===== config.mk =====
export PLATFORM = sky130hd
export DESIGN_NAME = sfspi_front
export DESIGN_NICKNAME = d
export VERILOG_FILES = /design/src/sfspi_pkg.sv /design/src/sfspi_front.sv
export SDC_FILE = /design/constraint.sdc
export NUM_CORES = 1
export LEC_CHECK = 0
export BUFFER_PORTS_ARGS = -buffer_cell sky130_fd_sc_hd__buf_4
export CORE_MARGIN = 2
export CORE_UTILIZATION = 30
export CTS_BUF_LIST = sky130_fd_sc_hd__clkbuf_8
export DETAILED_ROUTE_END_ITERATION = 10
export PLACE_DENSITY = 0.48
export SYNTH_ARGS = -nofsm -noshare
export SYNTH_HDL_FRONTEND = slang
export SYNTH_SLANG_ARGS = --single-unit

===== constraint.sdc =====
create_clock -name i_sys_clk -period 3.6 [get_ports i_sys_clk]
set_input_delay 0.36 -clock i_sys_clk [delete_from_list [all_inputs] [get_ports i_sys_clk]]
set_output_delay 0.36 -clock i_sys_clk [all_outputs]
set_load 0.01 [all_outputs]

===== src/sfspi_pkg.sv =====
// Shared constants and carrier types for the serial flash pin front end
package sfspi_pkg;
	// ----------------------------------------------------------------
	// Widths and steps
	// ----------------------------------------------------------------
	localparam int unsigned BYTE_W     = 8;
	localparam int unsigned FIFO_DEPTH = 8;
	localparam int unsigned BITCNT_W   = 3;
	localparam logic [BITCNT_W-1:0] BITCNT_ZERO = 3'h0;
	localparam logic [BITCNT_W-1:0] BITCNT_LAST = 3'h7;
	localparam logic [BITCNT_W-1:0] STEP_SINGLE = 3'h1;
	localparam logic [BITCNT_W-1:0] STEP_DUAL   = 3'h2;
	localparam logic [BITCNT_W-1:0] LEFT_SINGLE = 3'h7;
	localparam logic [BITCNT_W-1:0] LEFT_DUAL   = 3'h6;

	// ----------------------------------------------------------------
	// Carriers
	// ----------------------------------------------------------------
	typedef struct packed {
		logic cs_n;
		logic sck;
		logic si;
		logic pause_n;
		logic wp_n;
	} sfspi_pins_t;

	localparam sfspi_pins_t PINS_IDLE = '{cs_n: 1'b1, sck: 1'b0, si: 1'b0,
		pause_n: 1'b1, wp_n: 1'b1};

	typedef struct packed {
		logic so;
		logic so_oe;
		logic dual_low;
		logic dual_low_oe;
	} sfspi_drive_t;
endpackage


===== src/sfspi_front.sv =====
// Serial flash pin front end with receive FIFO
`timescale 1ns/1ps
`default_nettype none

module sfspi_fifo #(
	parameter int unsigned W = 8,
	parameter int unsigned D = 8
) (
	// Clock and reset
	input  wire logic         i_sys_clk,
	input  wire logic         i_rst_n,
	// Fill side
	input  wire logic         i_in_valid,
	input  wire logic [W-1:0] i_in_data,
	output logic              o_in_ready,
	// Drain side
	output logic              o_out_valid,
	output logic [W-1:0]      o_out_data,
	input  wire logic         i_out_ready
);
	localparam int unsigned AW = (D > 1) ? $clog2(D) : 1;
	localparam logic [AW:0] CNT_FULL = (AW+1)'(D);

	logic [W-1:0] mem_q [D];
	logic [AW-1:0] wp_q, wp_d, rp_q, rp_d;
	logic [AW:0]   cnt_q, cnt_d;
	logic          push, pop;

	assign o_in_ready  = (cnt_q != CNT_FULL);
	assign o_out_valid = (cnt_q != '0);
	assign o_out_data  = mem_q[rp_q];
	assign push = i_in_valid & o_in_ready;
	assign pop  = o_out_valid & i_out_ready;

	always_comb begin
		wp_d  = push ? ((wp_q == AW'(D - 1)) ? '0 : wp_q + AW'(1)) : wp_q;
		rp_d  = pop ? ((rp_q == AW'(D - 1)) ? '0 : rp_q + AW'(1)) : rp_q;
		cnt_d = cnt_q + (AW+1)'(push) - (AW+1)'(pop);
	end

	always_ff @(posedge i_sys_clk or negedge i_rst_n) begin
		if (!i_rst_n) begin
			wp_q  <= '0;
			rp_q  <= '0;
			cnt_q <= '0;
		end else begin
			wp_q  <= wp_d;
			rp_q  <= rp_d;
			cnt_q <= cnt_d;
		end
	end

	// Storage carries no reset; contents are gated by the count
	always_ff @(posedge i_sys_clk) begin
		if (push) begin
			mem_q[wp_q] <= i_in_data;
		end
	end
endmodule

module sfspi_front
	import sfspi_pkg::*;
(
	// Clock and reset
	input  wire logic              i_sys_clk,
	input  wire logic              i_rst_n,
	// Serial pins
	input  wire logic              i_cs_n,
	input  wire logic              i_sck,
	input  wire logic              i_dual_line_low,
	input  wire logic              i_pause_n,
	input  wire logic              i_wp_n,
	output logic                   o_dual_line_high,
	output logic                   o_dual_line_high_oe,
	output logic                   o_dual_line_low,
	output logic                   o_dual_line_low_oe,
	// Core status
	input  wire logic              i_busy,
	output logic                   o_selected,
	output logic                   o_standby,
	output logic                   o_paused,
	output logic                   o_lock_enable,
	output logic                   o_rx_overrun,
	// Received bytes
	output logic                   o_rx_valid,
	output logic [BYTE_W-1:0]      o_rx_data,
	input  wire logic              i_rx_ready,
	// Read data to send
	input  wire logic              i_tx_enable,
	input  wire logic              i_tx_dual,
	input  wire logic              i_tx_valid,
	input  wire logic [BYTE_W-1:0] i_tx_data,
	output logic                   o_tx_ready
);
	// ----------------------------------------------------------------
	// Pin synchronisers
	// ----------------------------------------------------------------
	sfspi_pins_t raw, s1_q, s2_q, s3_q, flt_q, flt_d;

	assign raw = '{cs_n: i_cs_n, sck: i_sck, si: i_dual_line_low,
		pause_n: i_pause_n, wp_n: i_wp_n};

	// A bit moves only once stages two and three agree
	always_comb begin
		flt_d = flt_q;
		for (int i = 0; i < $bits(sfspi_pins_t); i++) begin
			if (s2_q[i] == s3_q[i]) begin
				flt_d[i] = s3_q[i];
			end
		end
	end

	always_ff @(posedge i_sys_clk or negedge i_rst_n) begin
		if (!i_rst_n) begin
			s1_q  <= PINS_IDLE;
			s2_q  <= PINS_IDLE;
			s3_q  <= PINS_IDLE;
			flt_q <= PINS_IDLE;
		end else begin
			s1_q  <= raw;
			s2_q  <= s1_q;
			s3_q  <= s2_q;
			flt_q <= flt_d;
		end
	end

	// ----------------------------------------------------------------
	// Shift state
	// ----------------------------------------------------------------
	logic              sel, sck_rise, sck_fall, cs_fall;
	logic              pause_q, pause_d, rose_q, rose_d, ovr_q, ovr_d;
	logic [BYTE_W-1:0] rx_sh_q, rx_sh_d, tx_sh_q, tx_sh_d;
	logic [BITCNT_W-1:0] rx_cnt_q, rx_cnt_d, tx_left_q, tx_left_d;
	logic              push, fifo_ready;
	sfspi_drive_t      drv_q, drv_d;

	assign sel      = !flt_q.cs_n;
	assign cs_fall  = flt_q.cs_n & !flt_d.cs_n;
	assign sck_rise = !flt_q.sck & flt_d.sck;
	assign sck_fall = flt_q.sck & !flt_d.sck;

	always_comb begin
		pause_d   = pause_q;
		rose_d    = rose_q;
		ovr_d     = ovr_q;
		rx_sh_d   = rx_sh_q;
		rx_cnt_d  = rx_cnt_q;
		tx_sh_d   = tx_sh_q;
		tx_left_d = tx_left_q;
		drv_d     = drv_q;
		push      = 1'b0;
		o_tx_ready = 1'b0;
		if (!sel) begin
			// Deselect drops partial bytes and floats both lines
			pause_d   = 1'b0;
			rose_d    = 1'b0;
			rx_cnt_d  = BITCNT_ZERO;
			tx_left_d = BITCNT_ZERO;
			drv_d     = '0;
		end else if (cs_fall) begin
			// Idle level of SCK here may be low or high
			rose_d = 1'b0;
		end else if (pause_q) begin
			// Release on pause high; SCK and SI ignored meanwhile
			pause_d = !flt_q.pause_n;
			drv_d.so_oe       = 1'b0;
			drv_d.dual_low_oe = 1'b0;
		end else if (!flt_q.pause_n && !flt_q.sck) begin
			pause_d = 1'b1;
			drv_d.so_oe       = 1'b0;
			drv_d.dual_low_oe = 1'b0;
		end else begin
			if (sck_rise) begin
				// Input bits enter at the bottom, first bit ends on top
				rose_d   = 1'b1;
				rx_sh_d  = {rx_sh_q[BYTE_W-2:0], flt_d.si};
				rx_cnt_d = rx_cnt_q + STEP_SINGLE;
				if (rx_cnt_q == BITCNT_LAST && !i_tx_enable) begin
					push = 1'b1;
					// FIFO full: byte dropped, flagged until the next select falls
					ovr_d = ovr_q | !fifo_ready;
				end
			end
			// Mode 3 opens with a fall before any rise; skip it
			if (sck_fall && rose_q && i_tx_enable) begin
				// Outputs change only on the falling edge
				if (tx_left_q == BITCNT_ZERO) begin
					o_tx_ready = 1'b1;
					tx_sh_d    = i_tx_valid ? i_tx_data : '0;
					tx_left_d  = i_tx_dual ? LEFT_DUAL : LEFT_SINGLE;
				end else begin
					tx_sh_d   = i_tx_dual ? {tx_sh_q[BYTE_W-3:0], 2'b00}
						: {tx_sh_q[BYTE_W-2:0], 1'b0};
					tx_left_d = tx_left_q - (i_tx_dual ? STEP_DUAL : STEP_SINGLE);
				end
				// Upper bit of a pair on the high line
				drv_d.so          = tx_sh_d[BYTE_W-1];
				drv_d.so_oe       = 1'b1;
				drv_d.dual_low    = i_tx_dual & tx_sh_d[BYTE_W-2];
				drv_d.dual_low_oe = i_tx_dual;
			end else if (!i_tx_enable) begin
				drv_d.so_oe       = 1'b0;
				drv_d.dual_low_oe = 1'b0;
				tx_left_d         = BITCNT_ZERO;
			end
		end
		if (cs_fall) begin
			ovr_d = 1'b0;
		end
	end

	always_ff @(posedge i_sys_clk or negedge i_rst_n) begin
		if (!i_rst_n) begin
			pause_q   <= 1'b0;
			rose_q    <= 1'b0;
			ovr_q     <= 1'b0;
			rx_sh_q   <= '0;
			rx_cnt_q  <= BITCNT_ZERO;
			tx_sh_q   <= '0;
			tx_left_q <= BITCNT_ZERO;
			drv_q     <= '0;
		end else begin
			pause_q   <= pause_d;
			rose_q    <= rose_d;
			ovr_q     <= ovr_d;
			rx_sh_q   <= rx_sh_d;
			rx_cnt_q  <= rx_cnt_d;
			tx_sh_q   <= tx_sh_d;
			tx_left_q <= tx_left_d;
			drv_q     <= drv_d;
		end
	end

	// ----------------------------------------------------------------
	// Receive buffer
	// ----------------------------------------------------------------
	sfspi_fifo #(
		.W (BYTE_W),
		.D (FIFO_DEPTH)
	) u_rx_fifo (
		.i_sys_clk   (i_sys_clk),
		.i_rst_n     (i_rst_n),
		.i_in_valid  (push),
		.i_in_data   ({rx_sh_q[BYTE_W-2:0], flt_d.si}),
		.o_in_ready  (fifo_ready),
		.o_out_valid (o_rx_valid),
		.o_out_data  (o_rx_data),
		.i_out_ready (i_rx_ready)
	);

	// ----------------------------------------------------------------
	// Outputs
	// ----------------------------------------------------------------
	assign o_dual_line_high    = drv_q.so;
	assign o_dual_line_high_oe = drv_q.so_oe;
	assign o_dual_line_low     = drv_q.dual_low;
	assign o_dual_line_low_oe  = drv_q.dual_low_oe;
	assign o_selected          = sel;
	assign o_paused            = pause_q;
	assign o_rx_overrun        = ovr_q;
	// Busy core holds off standby after deselect
	assign o_standby           = !sel & !i_busy;
	// Pin idles high: the bench drives it high by default
	assign o_lock_enable       = !flt_q.wp_n;
endmodule

`default_nettype wire


# Word-level counts from Yosys, hierarchy flattened
# Memories as Yosys holds them, arrays and structs flattened.
# Cells that the tools add are included.
dict set report totals {
  latch_bits 0
  output_inout_bits 19
  register_bits 57
  elab_cells 171
  mem_bits_ro 0
  ramBits 64
  n_memories 1
  inputBits 20
}
dict set report classes {
  bitwise_logic 12
  n_eq_ne 19
  order_cmp 0
  shift 0
  mul 0
  n_reduce_logical 28
  n_addsub 6
  n_div 0
  muxes 71
}
# name words word_bits rd rd_clocked_by_memory_dff write_ports line_no
set mem_list {}
lappend mem_list {u_rx_fifo.mem_q 8 8 1 0 1 sfspi_front.sv:24} ;# logic [W-1:0] mem_q [D];
# operator count
set ops {}
lappend ops {{$mux 8} 8}
lappend ops {{$mux 1} 46}
lappend ops {{$mux 3} 14}
lappend ops {{$reduce_and 5->1} 3}
lappend ops {{$reduce_and 4->1} 3}
lappend ops {{$ne 2x2->1 const B} 5}
lappend ops {{$add 3x1->3 const B} 3}
lappend ops {{$eq 3x3->1 const B} 3}
lappend ops {{$logic_not 1->1} 9}
lappend ops {{$mux 4} 2}
lappend ops {{$reduce_bool 2->1} 4}
lappend ops {{$and 1x1->1} 7}
lappend ops {{$ne 3x3->1 const B} 2}
lappend ops {{$eq 1x1->1} 5}
lappend ops {{$ne 5x1->1 const B} 1}
lappend ops {{$add 4x1->4} 1}
lappend ops {{$logic_and 1x1->1} 4}
lappend ops {{$ne 4x4->1 const B} 1}
lappend ops {{$not 1->1} 4}
lappend ops {{$reduce_bool 4->1} 1}
lappend ops {{$sub 4x1->4} 1}
lappend ops {{$logic_not 3->1} 1}
lappend ops {{$ne 3x1->1 const B} 1}
lappend ops {{$reduce_and 3->1} 1}
lappend ops {{6 further kinds} 6}

# Longest topological paths before layout
# Gate-level depths: netlist (run 1).
dict set report logic_depth {
  word_depth 17
  ltp_mapped 11
  ltp_nobuf 11
}

# By module
# Synthesis (run 1) repeated with hierarchy kept, for this count alone.
dict set report unflattened {
  cells_unflattened 298
  area_unflattened_um2 5148.7
}
# module cells_each area_per_inst_um2 instances seq_area_each_um2
set modules_own_cells {}
lappend modules_own_cells {sfspi_fifo 151 3099.2 1 2172.1}
lappend modules_own_cells {sfspi_front 147 2049.5 1 1191.1}

# Least setup slack after synthesis (run 1)
# Ideal clock, no wire load.
dict set report synth_timing {
  kind {reg-to-reg}
  start {register flt_q[4] (netlist name)}
  end {memory u_rx_fifo.mem_q[2][0] (enable)}
  n_path_buf 2
  required_time_ns 3.202
  slack_ns 1.056
  stages_incl_launch_ff 6
  arrival_ns 2.147
  synth_period_minus_slack_ns 2.544
  setup_time_ns 0.398
  path_cell_list {dfstp_2 -> clkbuf_1 -> nor4b_2 -> nand4b_1 -> buf_2 -> nor4b_1}
}
dict set report synth_between {
  elab_chain_len 8
}
# element line_no
set synth_rtl {}
lappend synth_rtl {{start: declaration} sfspi_front.sv:98} ;# sfspi_pins_t raw, s1_q, s2_q, s3_q, flt_q, flt_d;
lappend synth_rtl {{start signal: assignment} sfspi_front.sv:123} ;# flt_q <= flt_d;
lappend synth_rtl {{$mux 1} sfspi_front.sv:107} ;# if (s2_q[i] == s3_q[i]) begin
lappend synth_rtl {{$logic_not 1->1} sfspi_front.sv:138} ;# assign cs_fall = flt_q.cs_n & !flt_d.cs_n;
lappend synth_rtl {{$and 1x1->1} sfspi_front.sv:138}
lappend synth_rtl {{$mux 1} sfspi_front.sv:160} ;# end else if (cs_fall) begin
lappend synth_rtl {{$mux 1 *} sfspi_front.sv:153} ;# if (!sel) begin
lappend synth_rtl {{$and 1x1->1 *} sfspi_front.sv:32} ;# assign push = i_in_valid & o_in_ready;
lappend synth_rtl {{$mux 1 *} sfspi_front.sv:55} ;# if (push) begin
lappend synth_rtl {{$mux 1 (implied by the code) *} sfspi_front.sv:56} ;# mem_q[wp_q] <= i_in_data;
lappend synth_rtl {{end: declaration} sfspi_front.sv:24}
# Mark *: on every way between the ends. The rest lies on a longest branch, timed or not.

# Worst setup path in the final report (run 1)
dict set report layout_timing {
  start {register s2_q[3] (netlist name)}
  end {output port o_tx_ready}
}
dict set report layout_between {
  elab_chain_len 11
}
# element line_no
set layout_rtl {}
lappend layout_rtl {{start: declaration} sfspi_front.sv:98}
lappend layout_rtl {{start signal: assignment} sfspi_front.sv:121} ;# s2_q <= s1_q;
lappend layout_rtl {{$eq 1x1->1} sfspi_front.sv:107}
lappend layout_rtl {{$mux 1} sfspi_front.sv:107}
lappend layout_rtl {{$logic_not 1->1} sfspi_front.sv:140} ;# assign sck_fall = flt_q.sck & !flt_d.sck;
lappend layout_rtl {{$and 1x1->1} sfspi_front.sv:140}
lappend layout_rtl {{$logic_and 1x1->1 (2 in series)} sfspi_front.sv:185} ;# if (sck_fall && rose_q && i_tx_enable) begin
lappend layout_rtl {{$mux 1} sfspi_front.sv:185}
lappend layout_rtl {{$mux 1} sfspi_front.sv:168} ;# end else if (!flt_q.pause_n && !flt_q.sck) begin
lappend layout_rtl {{$mux 1} sfspi_front.sv:163} ;# end else if (pause_q) begin
lappend layout_rtl {{$mux 1} sfspi_front.sv:160}
lappend layout_rtl {{$mux 1} sfspi_front.sv:153}
lappend layout_rtl {{end: declaration} sfspi_front.sv:93} ;# output logic o_tx_ready
# Every way passes these cells.

==> results_dict.tcl, run 1 <==
set metrics [dict create \
    clockRootBuffer "clkbuf_8" \
    vias 2726 \
    routedWlPerCell_um 15.6 \
    final_cell_count_no_fill 598 \
    path_buf_inv 1 \
    drc 0 \
    drive_gt1_share_pct 36.5 \
    synth_warnings 0 \
    die_h_um 134 \
    reg2reg_depth 11 \
    cp_cell_sequence "nand4bb_1 > or3_1 > nor2_1 > buf_4" \
    grt-ovfl-total 0 \
    synth_seq_cells 121 \
    synth_fp_nets 347 \
    final_area_um2 6040 \
    h-tree-depth 4 \
    nets 400 \
    postPlaceCellArea_um2 5670 \
    drt_wl_total_um 9330 \
    worstMarginPinSlew_ns 0.860 \
    cp_slowest_cell "or3_1" \
    finalMaxSlewViolations 0 \
    via_per_inst 4.56 \
    multiInputGateArea_um2 1600 \
    numClockSinks 121 \
    crit_required_ns 3.24 \
    max-cap-violations 0 \
    ant_nets 0 \
    p_per_area_nw_per_um2 582 \
    synthFlopType "edfxtp_1" \
    busiest_layer "met2" \
    synth_edf_count 64 \
    status "finished, final reports clean" \
    leakage_nw 2.45 \
    max_clock_freq_mhz 376 \
    ctsHoldBuffers 0 \
    first_global_vias 2817 \
    grt_antenna_before_repair 0 \
    netlist_area_um2 5090 \
    r2r-start "u_rx_fifo.cnt_q[2]" \
    register_area_um2 3360 \
    drt_first_pass_iters 5 \
    min_period_ns 2.66 \
    place.port_buffers 38 \
    track_usage_pct 11.4 \
    rsz0062_at_grt "false" \
    coreArea_um2 16600 \
    finalCritPeriodShare_pct 73.9 \
    setup_viol 0 \
    post-cts-setup-buffers 0 \
    cts_buffers 17 \
    reg2reg_to "u_rx_fifo.cnt_q[2]" \
    synth_top_cell_area_share_pct 37.8 \
    synthTopCellsByArea "edfxtp_1 38%, dfrtp_1 22%, mux4_2 7.1%, dfstp_2 6.2%, mux2_2 5.1%" \
    yosys.area.top_type "edfxtp_1" \
    area_growth_pct 18.8 \
    dp_cells 566 \
    initial_core_util_pct 30.7 \
    cpLargestDelayFamily "simple AND/OR/NAND/NOR gates" \
    ys_seq_area_share_pct 66.1 \
    crit_path_max_fanout 10 \
    dp_hpwl_um 5830 \
    gr-usage-met1_pct 15.0 \
    rows 47 \
    crit_arrival_ns 2.30 \
    fp.dieW_um 134 \
    start_kind "register" \
    synth_commonest_cells "64 x edfxtp_1, 45 x dfrtp_1, 23 x mux2_2, 20 x inv_1, 16 x mux4_2" \
    synthArstFlopShare_pct 47.1 \
    yosysUniqueCellTypes 47 \
    slowest_delay_ns 0.70 \
    grt_max_degree 58 \
    grt_first_pass_wirelength_um 15400 \
    tns_ns 0 \
    criticalPathCategory "register to primary output" \
    clkTransAtPathRegs_ns 0.07 \
    cp-end-kind "primary output" \
    max-slew-margin-rel_pct 42.7 \
    gr-usage-met3_pct 3.89 \
    synth.most_common_cell "edfxtp_1" \
    synthCells 312 \
    final.fill_count 1622 \
    clock_latency_ns 0.42 \
    drtIter0Drc 158 \
    clk_path_buf_depth 2 \
    irDropWorstVdd_mv 0.278 \
    hold_path_class "primary input to async pin" \
    finalClockSkew_ns 0.00905 \
    die_area_um2 18000 \
    gp_congestion 0.701 \
    r2r_setup_slack_ns 1.10 \
    cts_tree "built" \
    ctsResizeCount 0 \
    hold_violations 0 \
    antenna_cells 0 \
    gr-usage-met2_pct 17.7 \
    num_io_pins 39 \
    post_synth.cell_area_avg_um2 16.3 \
]
## power breakdown
group,switching [mW],internal (mW)
registers,0.137,1.56
logic,0.291,0.393
clock network,0.504,0.635
## per-layer routing
layer  up-vias  wire, um
li1       1275         -
met2        56      4410
met1      1389      4400
met3         6       433
met5         -         0
met4         0        85
## cells by family after synthesis
| group | count (synthesis) | share of synthesized area (%) |
|---|---|---|
| flops | 121 | 66.1 |
| mux | 59 | 16.8 |
| simple gates | 52 | 5.93 |
| buf+inv | 33 | 2.68 |
| compound gates | 26 | 3.34 |
| fa+ha+maj | 19 | 4.77 |
| xor+xnor | 2 | 0.344 |
## worst max path at each step
stage	startpoint	end	slack [ns]	depth (start not counted)
floorplan	flt_q[4]	u_rx_fifo.mem_q[2][0]	1.06	5
global placement	u_rx_fifo.cnt_q[2]	u_rx_fifo.cnt_q[2]	1.14	11
detailed placement	u_rx_fifo.cnt_q[2]	u_rx_fifo.cnt_q[2]	1.09	11
CTS	s2_q[3]	o_tx_ready	0.85	4
global route	s2_q[3]	o_tx_ready	0.75	4
finish	s2_q[3]	o_tx_ready	0.94	4
## cell type report
type                       count  area share [%]
tap                          220            4.55
sequential                   121            55.6
inverter                      20            1.24
clock buffer                  19            4.33
multi-input combinational    158            26.5
clock inverter                13            1.93
timing repair buffer          47            5.84
## per-stage QoR
step	hold WS, ns	total power, mW	util, %	setup WS (ns)
4_1_cts	0.00840	3.59	36.4	0.855
3_5_place_dp	0.337	2.44	34.2	1.09
3_3_place_gp	0.335	2.42	34.2	1.14
5_1_grt	0.00298	3.74	36.4	0.751
6_report	0.00681	3.52	36.4	0.939
2_1_floorplan	0.0644	2.18	-	1.06
## layout by cell type (no fill, tap or decap), types with 2 or more instances in the layout
master and n:
mux2i_1 12, bufinv_16 2, clkinvlp_4 2, a211oi_1 2, mux2_2 23, nor4_1 3, mux4_2 16, inv_1 26
maj3_1 4, dfstp_2 12, edfxtp_1 64, buf_4 47, a21oi_1 5, dfrtp_1 45, nor2_1 8, fa_1 2
clkinv_2 2, nand3b_1 2, nand2_1 12, nor4b_2 3, nand2b_1 5, ha_1 13, mux2_4 7, nand4b_1 2
clkbuf_8 19, nor2b_1 3, or3_1 3, o21ai_0 7, o211ai_1 2, nor3_1 4, nand3_1 3, or3b_2 2
## state kept, by name, indices dropped and copies added (netlist names)
signal and flops:
rx_sh_q 7, o_dual_line_low_oe 1, o_dual_line_low 1, flt_q 5, s3_q 5, u_rx_fifo.wp_q 3, tx_left_q 3, u_rx_fifo.rp_q 3
u_rx_fifo.cnt_q 4, tx_sh_q 7, s1_q 5, o_paused 1, s2_q 5, u_rx_fifo.mem_q 64, rx_cnt_q 3, o_rx_overrun 1
o_dual_line_high_oe 1, o_dual_line_high 1, rose_q 1
Note: power is estimated with default switching activity, not from simulation.
==> inputs of run 2 (changes only) <==
Settings changed: PLACE_DENSITY 0.48 to 0.49.
Clock period 3.6 ns to 2.4 ns, I/O delays scaled along.
==> run 2 against run 1 <==
Effect of this change:
- cell count grew 2.0%
- critical path depth is 7 higher
- first-iteration DRC count fell by 20%
- sequential cell count stayed put
- power up 53%
- global-route usage grew 0.39 points
- sequential power increased by 46%
- count of clock-buffer cells in the layout fell by 1
- routed wire length is 1.3% higher
- clock skew about the same
- final area up 2.0%
- die area stayed put
==> results_dict.tcl, run 2 (synthesis gave the netlist of run 1 again) <==
set metrics [dict create \
    status "finished, final reports clean" \
    seqPwrFrac_pct 46.0 \
    crit_required_ns 2.73 \
    first_global_vias 3004 \
    r2r-start "u_rx_fifo.cnt_q[2]" \
    top_register "u_rx_fifo.mem_q" \
    multiInputGateArea_um2 1600 \
    final_util_pct 37.2 \
    start_kind "register" \
    cp-end-kind "register" \
    numClockSinks 121 \
    die_area_um2 18000 \
    reg2reg_to "u_rx_fifo.cnt_q[1]" \
    place.port_buffers 38 \
    h-tree-depth 4 \
    power_mw 5.40 \
    layout_commonest_cell "edfxtp_1" \
    num_io_pins 39 \
    dp_hpwl_um 5900 \
    gp_congestion 0.745 \
    final_area_um2 6170 \
    power_frac_clock_pct 32.2 \
    cts_buffers 17 \
    grt_antenna_before_repair 0 \
    drtIter0Drc 126 \
    crit_arrival_ns 2.67 \
    hold_end "o_rx_overrun" \
    p_sw_share_pct 27.2 \
    vias 2746 \
    post-place-ws_ns 0.0198 \
    routedWlPerCell_um 15.5 \
    clkTransAtPathRegs_ns 0.07 \
    grt_max_degree 58 \
    initial_core_util_pct 30.7 \
    clockRootBuffer "clkbuf_8" \
    cts_tree "built" \
    leakage_nw 2.50 \
    criticalPathCategory "register to register" \
    grt_first_pass_wirelength_um 15800 \
    finalClockSkew_ns 0.00871 \
    hold_start "i_tx_enable" \
    r2r_setup_slack_ns 0.07 \
    via_per_inst 4.50 \
    drt_wl_total_um 9450 \
    rows 47 \
    area_growth_pct 21.2 \
    hold_path_class "primary input to register" \
    combinationalPowerShare_pct 21.8 \
    crit_path_max_fanout 2 \
    ant_nets 0 \
    drc 0 \
    coreArea_um2 16600 \
    fin_ws_ns 0.0661 \
    max_clock_freq_mhz 428 \
    max-cap-violations 0 \
    largest_reg_flops 64 \
    drt_first_pass_iters 5 \
    intPower_mw 3.93 \
    final.fill_count 1626 \
    reg2reg_depth 11 \
    max-slew-margin-rel_pct 50.9 \
    fin_hold_ws_ns 0.0457 \
    post-cts-setup-buffers 0 \
    worstHoldPathCells 2 \
    track_usage_pct 11.8 \
    antenna_cells 0 \
    postPlaceCellArea_um2 5710 \
    register_area_um2 3360 \
    grt-ovfl-total 0 \
    setup_viol 0 \
    switching_power_mw 1.47 \
    fp.dieW_um 134 \
    die_h_um 134 \
    nets 412 \
    largestRegisters "u_rx_fifo.mem_q (64), rx_sh_q (7), tx_sh_q (7)" \
    irDropWorstVdd_mv 0.407 \
    finalCritPeriodShare_pct 97.2 \
    finalMaxSlewViolations 0 \
    clock_latency_ns 0.43 \
    min_period_ns 2.33 \
    final_cell_mix "64 x edfxtp_1, 52 x buf_4, 45 x dfrtp_1, 23 x mux2_2, 23 x inv_1" \
    p_per_area_nw_per_um2 876 \
    worstMarginPinSlew_ns 0.736 \
    clk_path_buf_depth 2 \
    drive_gt1_share_pct 37.9 \
    hold_violations 0 \
]
[run 2: changes by cell type in the layout (fill, tap and decap cells not counted), sizes merged]
| cell | previous run | this run |
|---|---|---|
| dlygate4sd3 | 0 | 6 |
| clkbuf | 19 | 18 |
| buf | 47 | 53 |
| inv | 26 | 25 |
| clkinvlp | 2 | 4 |
[run 2: worst max-delay path by stage]
stage / start / slack (ns) / end
6_report: u_rx_fifo.cnt_q[2] / 0.07 / u_rx_fifo.cnt_q[1]
5_1_grt: u_rx_fifo.cnt_q[2] / -0.04 / u_rx_fifo.cnt_q[1]
4_1_cts: u_rx_fifo.cnt_q[3] / 0.005 / u_rx_fifo.cnt_q[2]
3_5_place_dp: u_rx_fifo.cnt_q[3] / 0.02 / u_rx_fifo.cnt_q[2]
3_3_place_gp: u_rx_fifo.cnt_q[2] / 0.07 / u_rx_fifo.cnt_q[2]
2_1_floorplan: flt_q[4] / -0.14 / u_rx_fifo.mem_q[2][0]
[run 2: layer usage]
| layer | up-vias | wire (um) | track usage, % |
|---|---|---|---|
| li1 | 1298 | - | - |
| met1 | 1391 | 4400 | 15.0 |
| met2 | 50 | 4600 | 18.7 |
| met3 | 7 | 366 | 4.31 |
| met4 | 0 | 82 | 3.86 |
| met5 | - | 0 | 0 |
[run 2: final cells by class]
| class | instances | share of cell area [%] |
|---|---|---|
| inverters | 20 | 1.22 |
| multi-input cells | 158 | 26.0 |
| well taps | 220 | 4.46 |
| flip-flops and latches | 121 | 54.5 |
| clock buffers | 18 | 4.02 |
| clock inverters | 14 | 2.15 |
| repair buffers | 59 | 7.63 |
[run 2: through the flow]
stage                     setup TNS [ns]  cells
final                                  0    610
after global routing             -0.0354    610
after CTS                              0    610
after detailed placement               0    572
after global placement                 0    572
after floorplan                    -2.59    312
[run 2: power groups by stage]
stage / combinational [mW] / clock, mW / sequential [mW]
floorplan: 0.824 / 0 / 2.45
global placement: 1.16 / 0 / 2.52
detailed placement: 1.18 / 0 / 2.52
CTS: 1.20 / 1.81 / 2.48
global route: 1.32 / 1.90 / 2.51
finish: 1.18 / 1.74 / 2.49
[run 2: timing repair]
item                                    CTS  global route
resized for setup                         0             4
cloned                                    0             0
hold endpoints to repair                 50             0
hold buffers                              6             0
pin swaps                                 1             0
endpoints found under the setup margin    1             4
[run 2: worst max-delay path: stages, from the launching register on]
cell and delay, ns:
dfrtp_1 0.36, inv_1 0.07, ha_1 0.14, or3b_4 0.38, nand2_2 0.09, inv_1 0.05, ha_1 0.29, inv_1 0.06
ha_2 0.17, inv_1 0.06, fa_2 0.53, inv_1 0.04
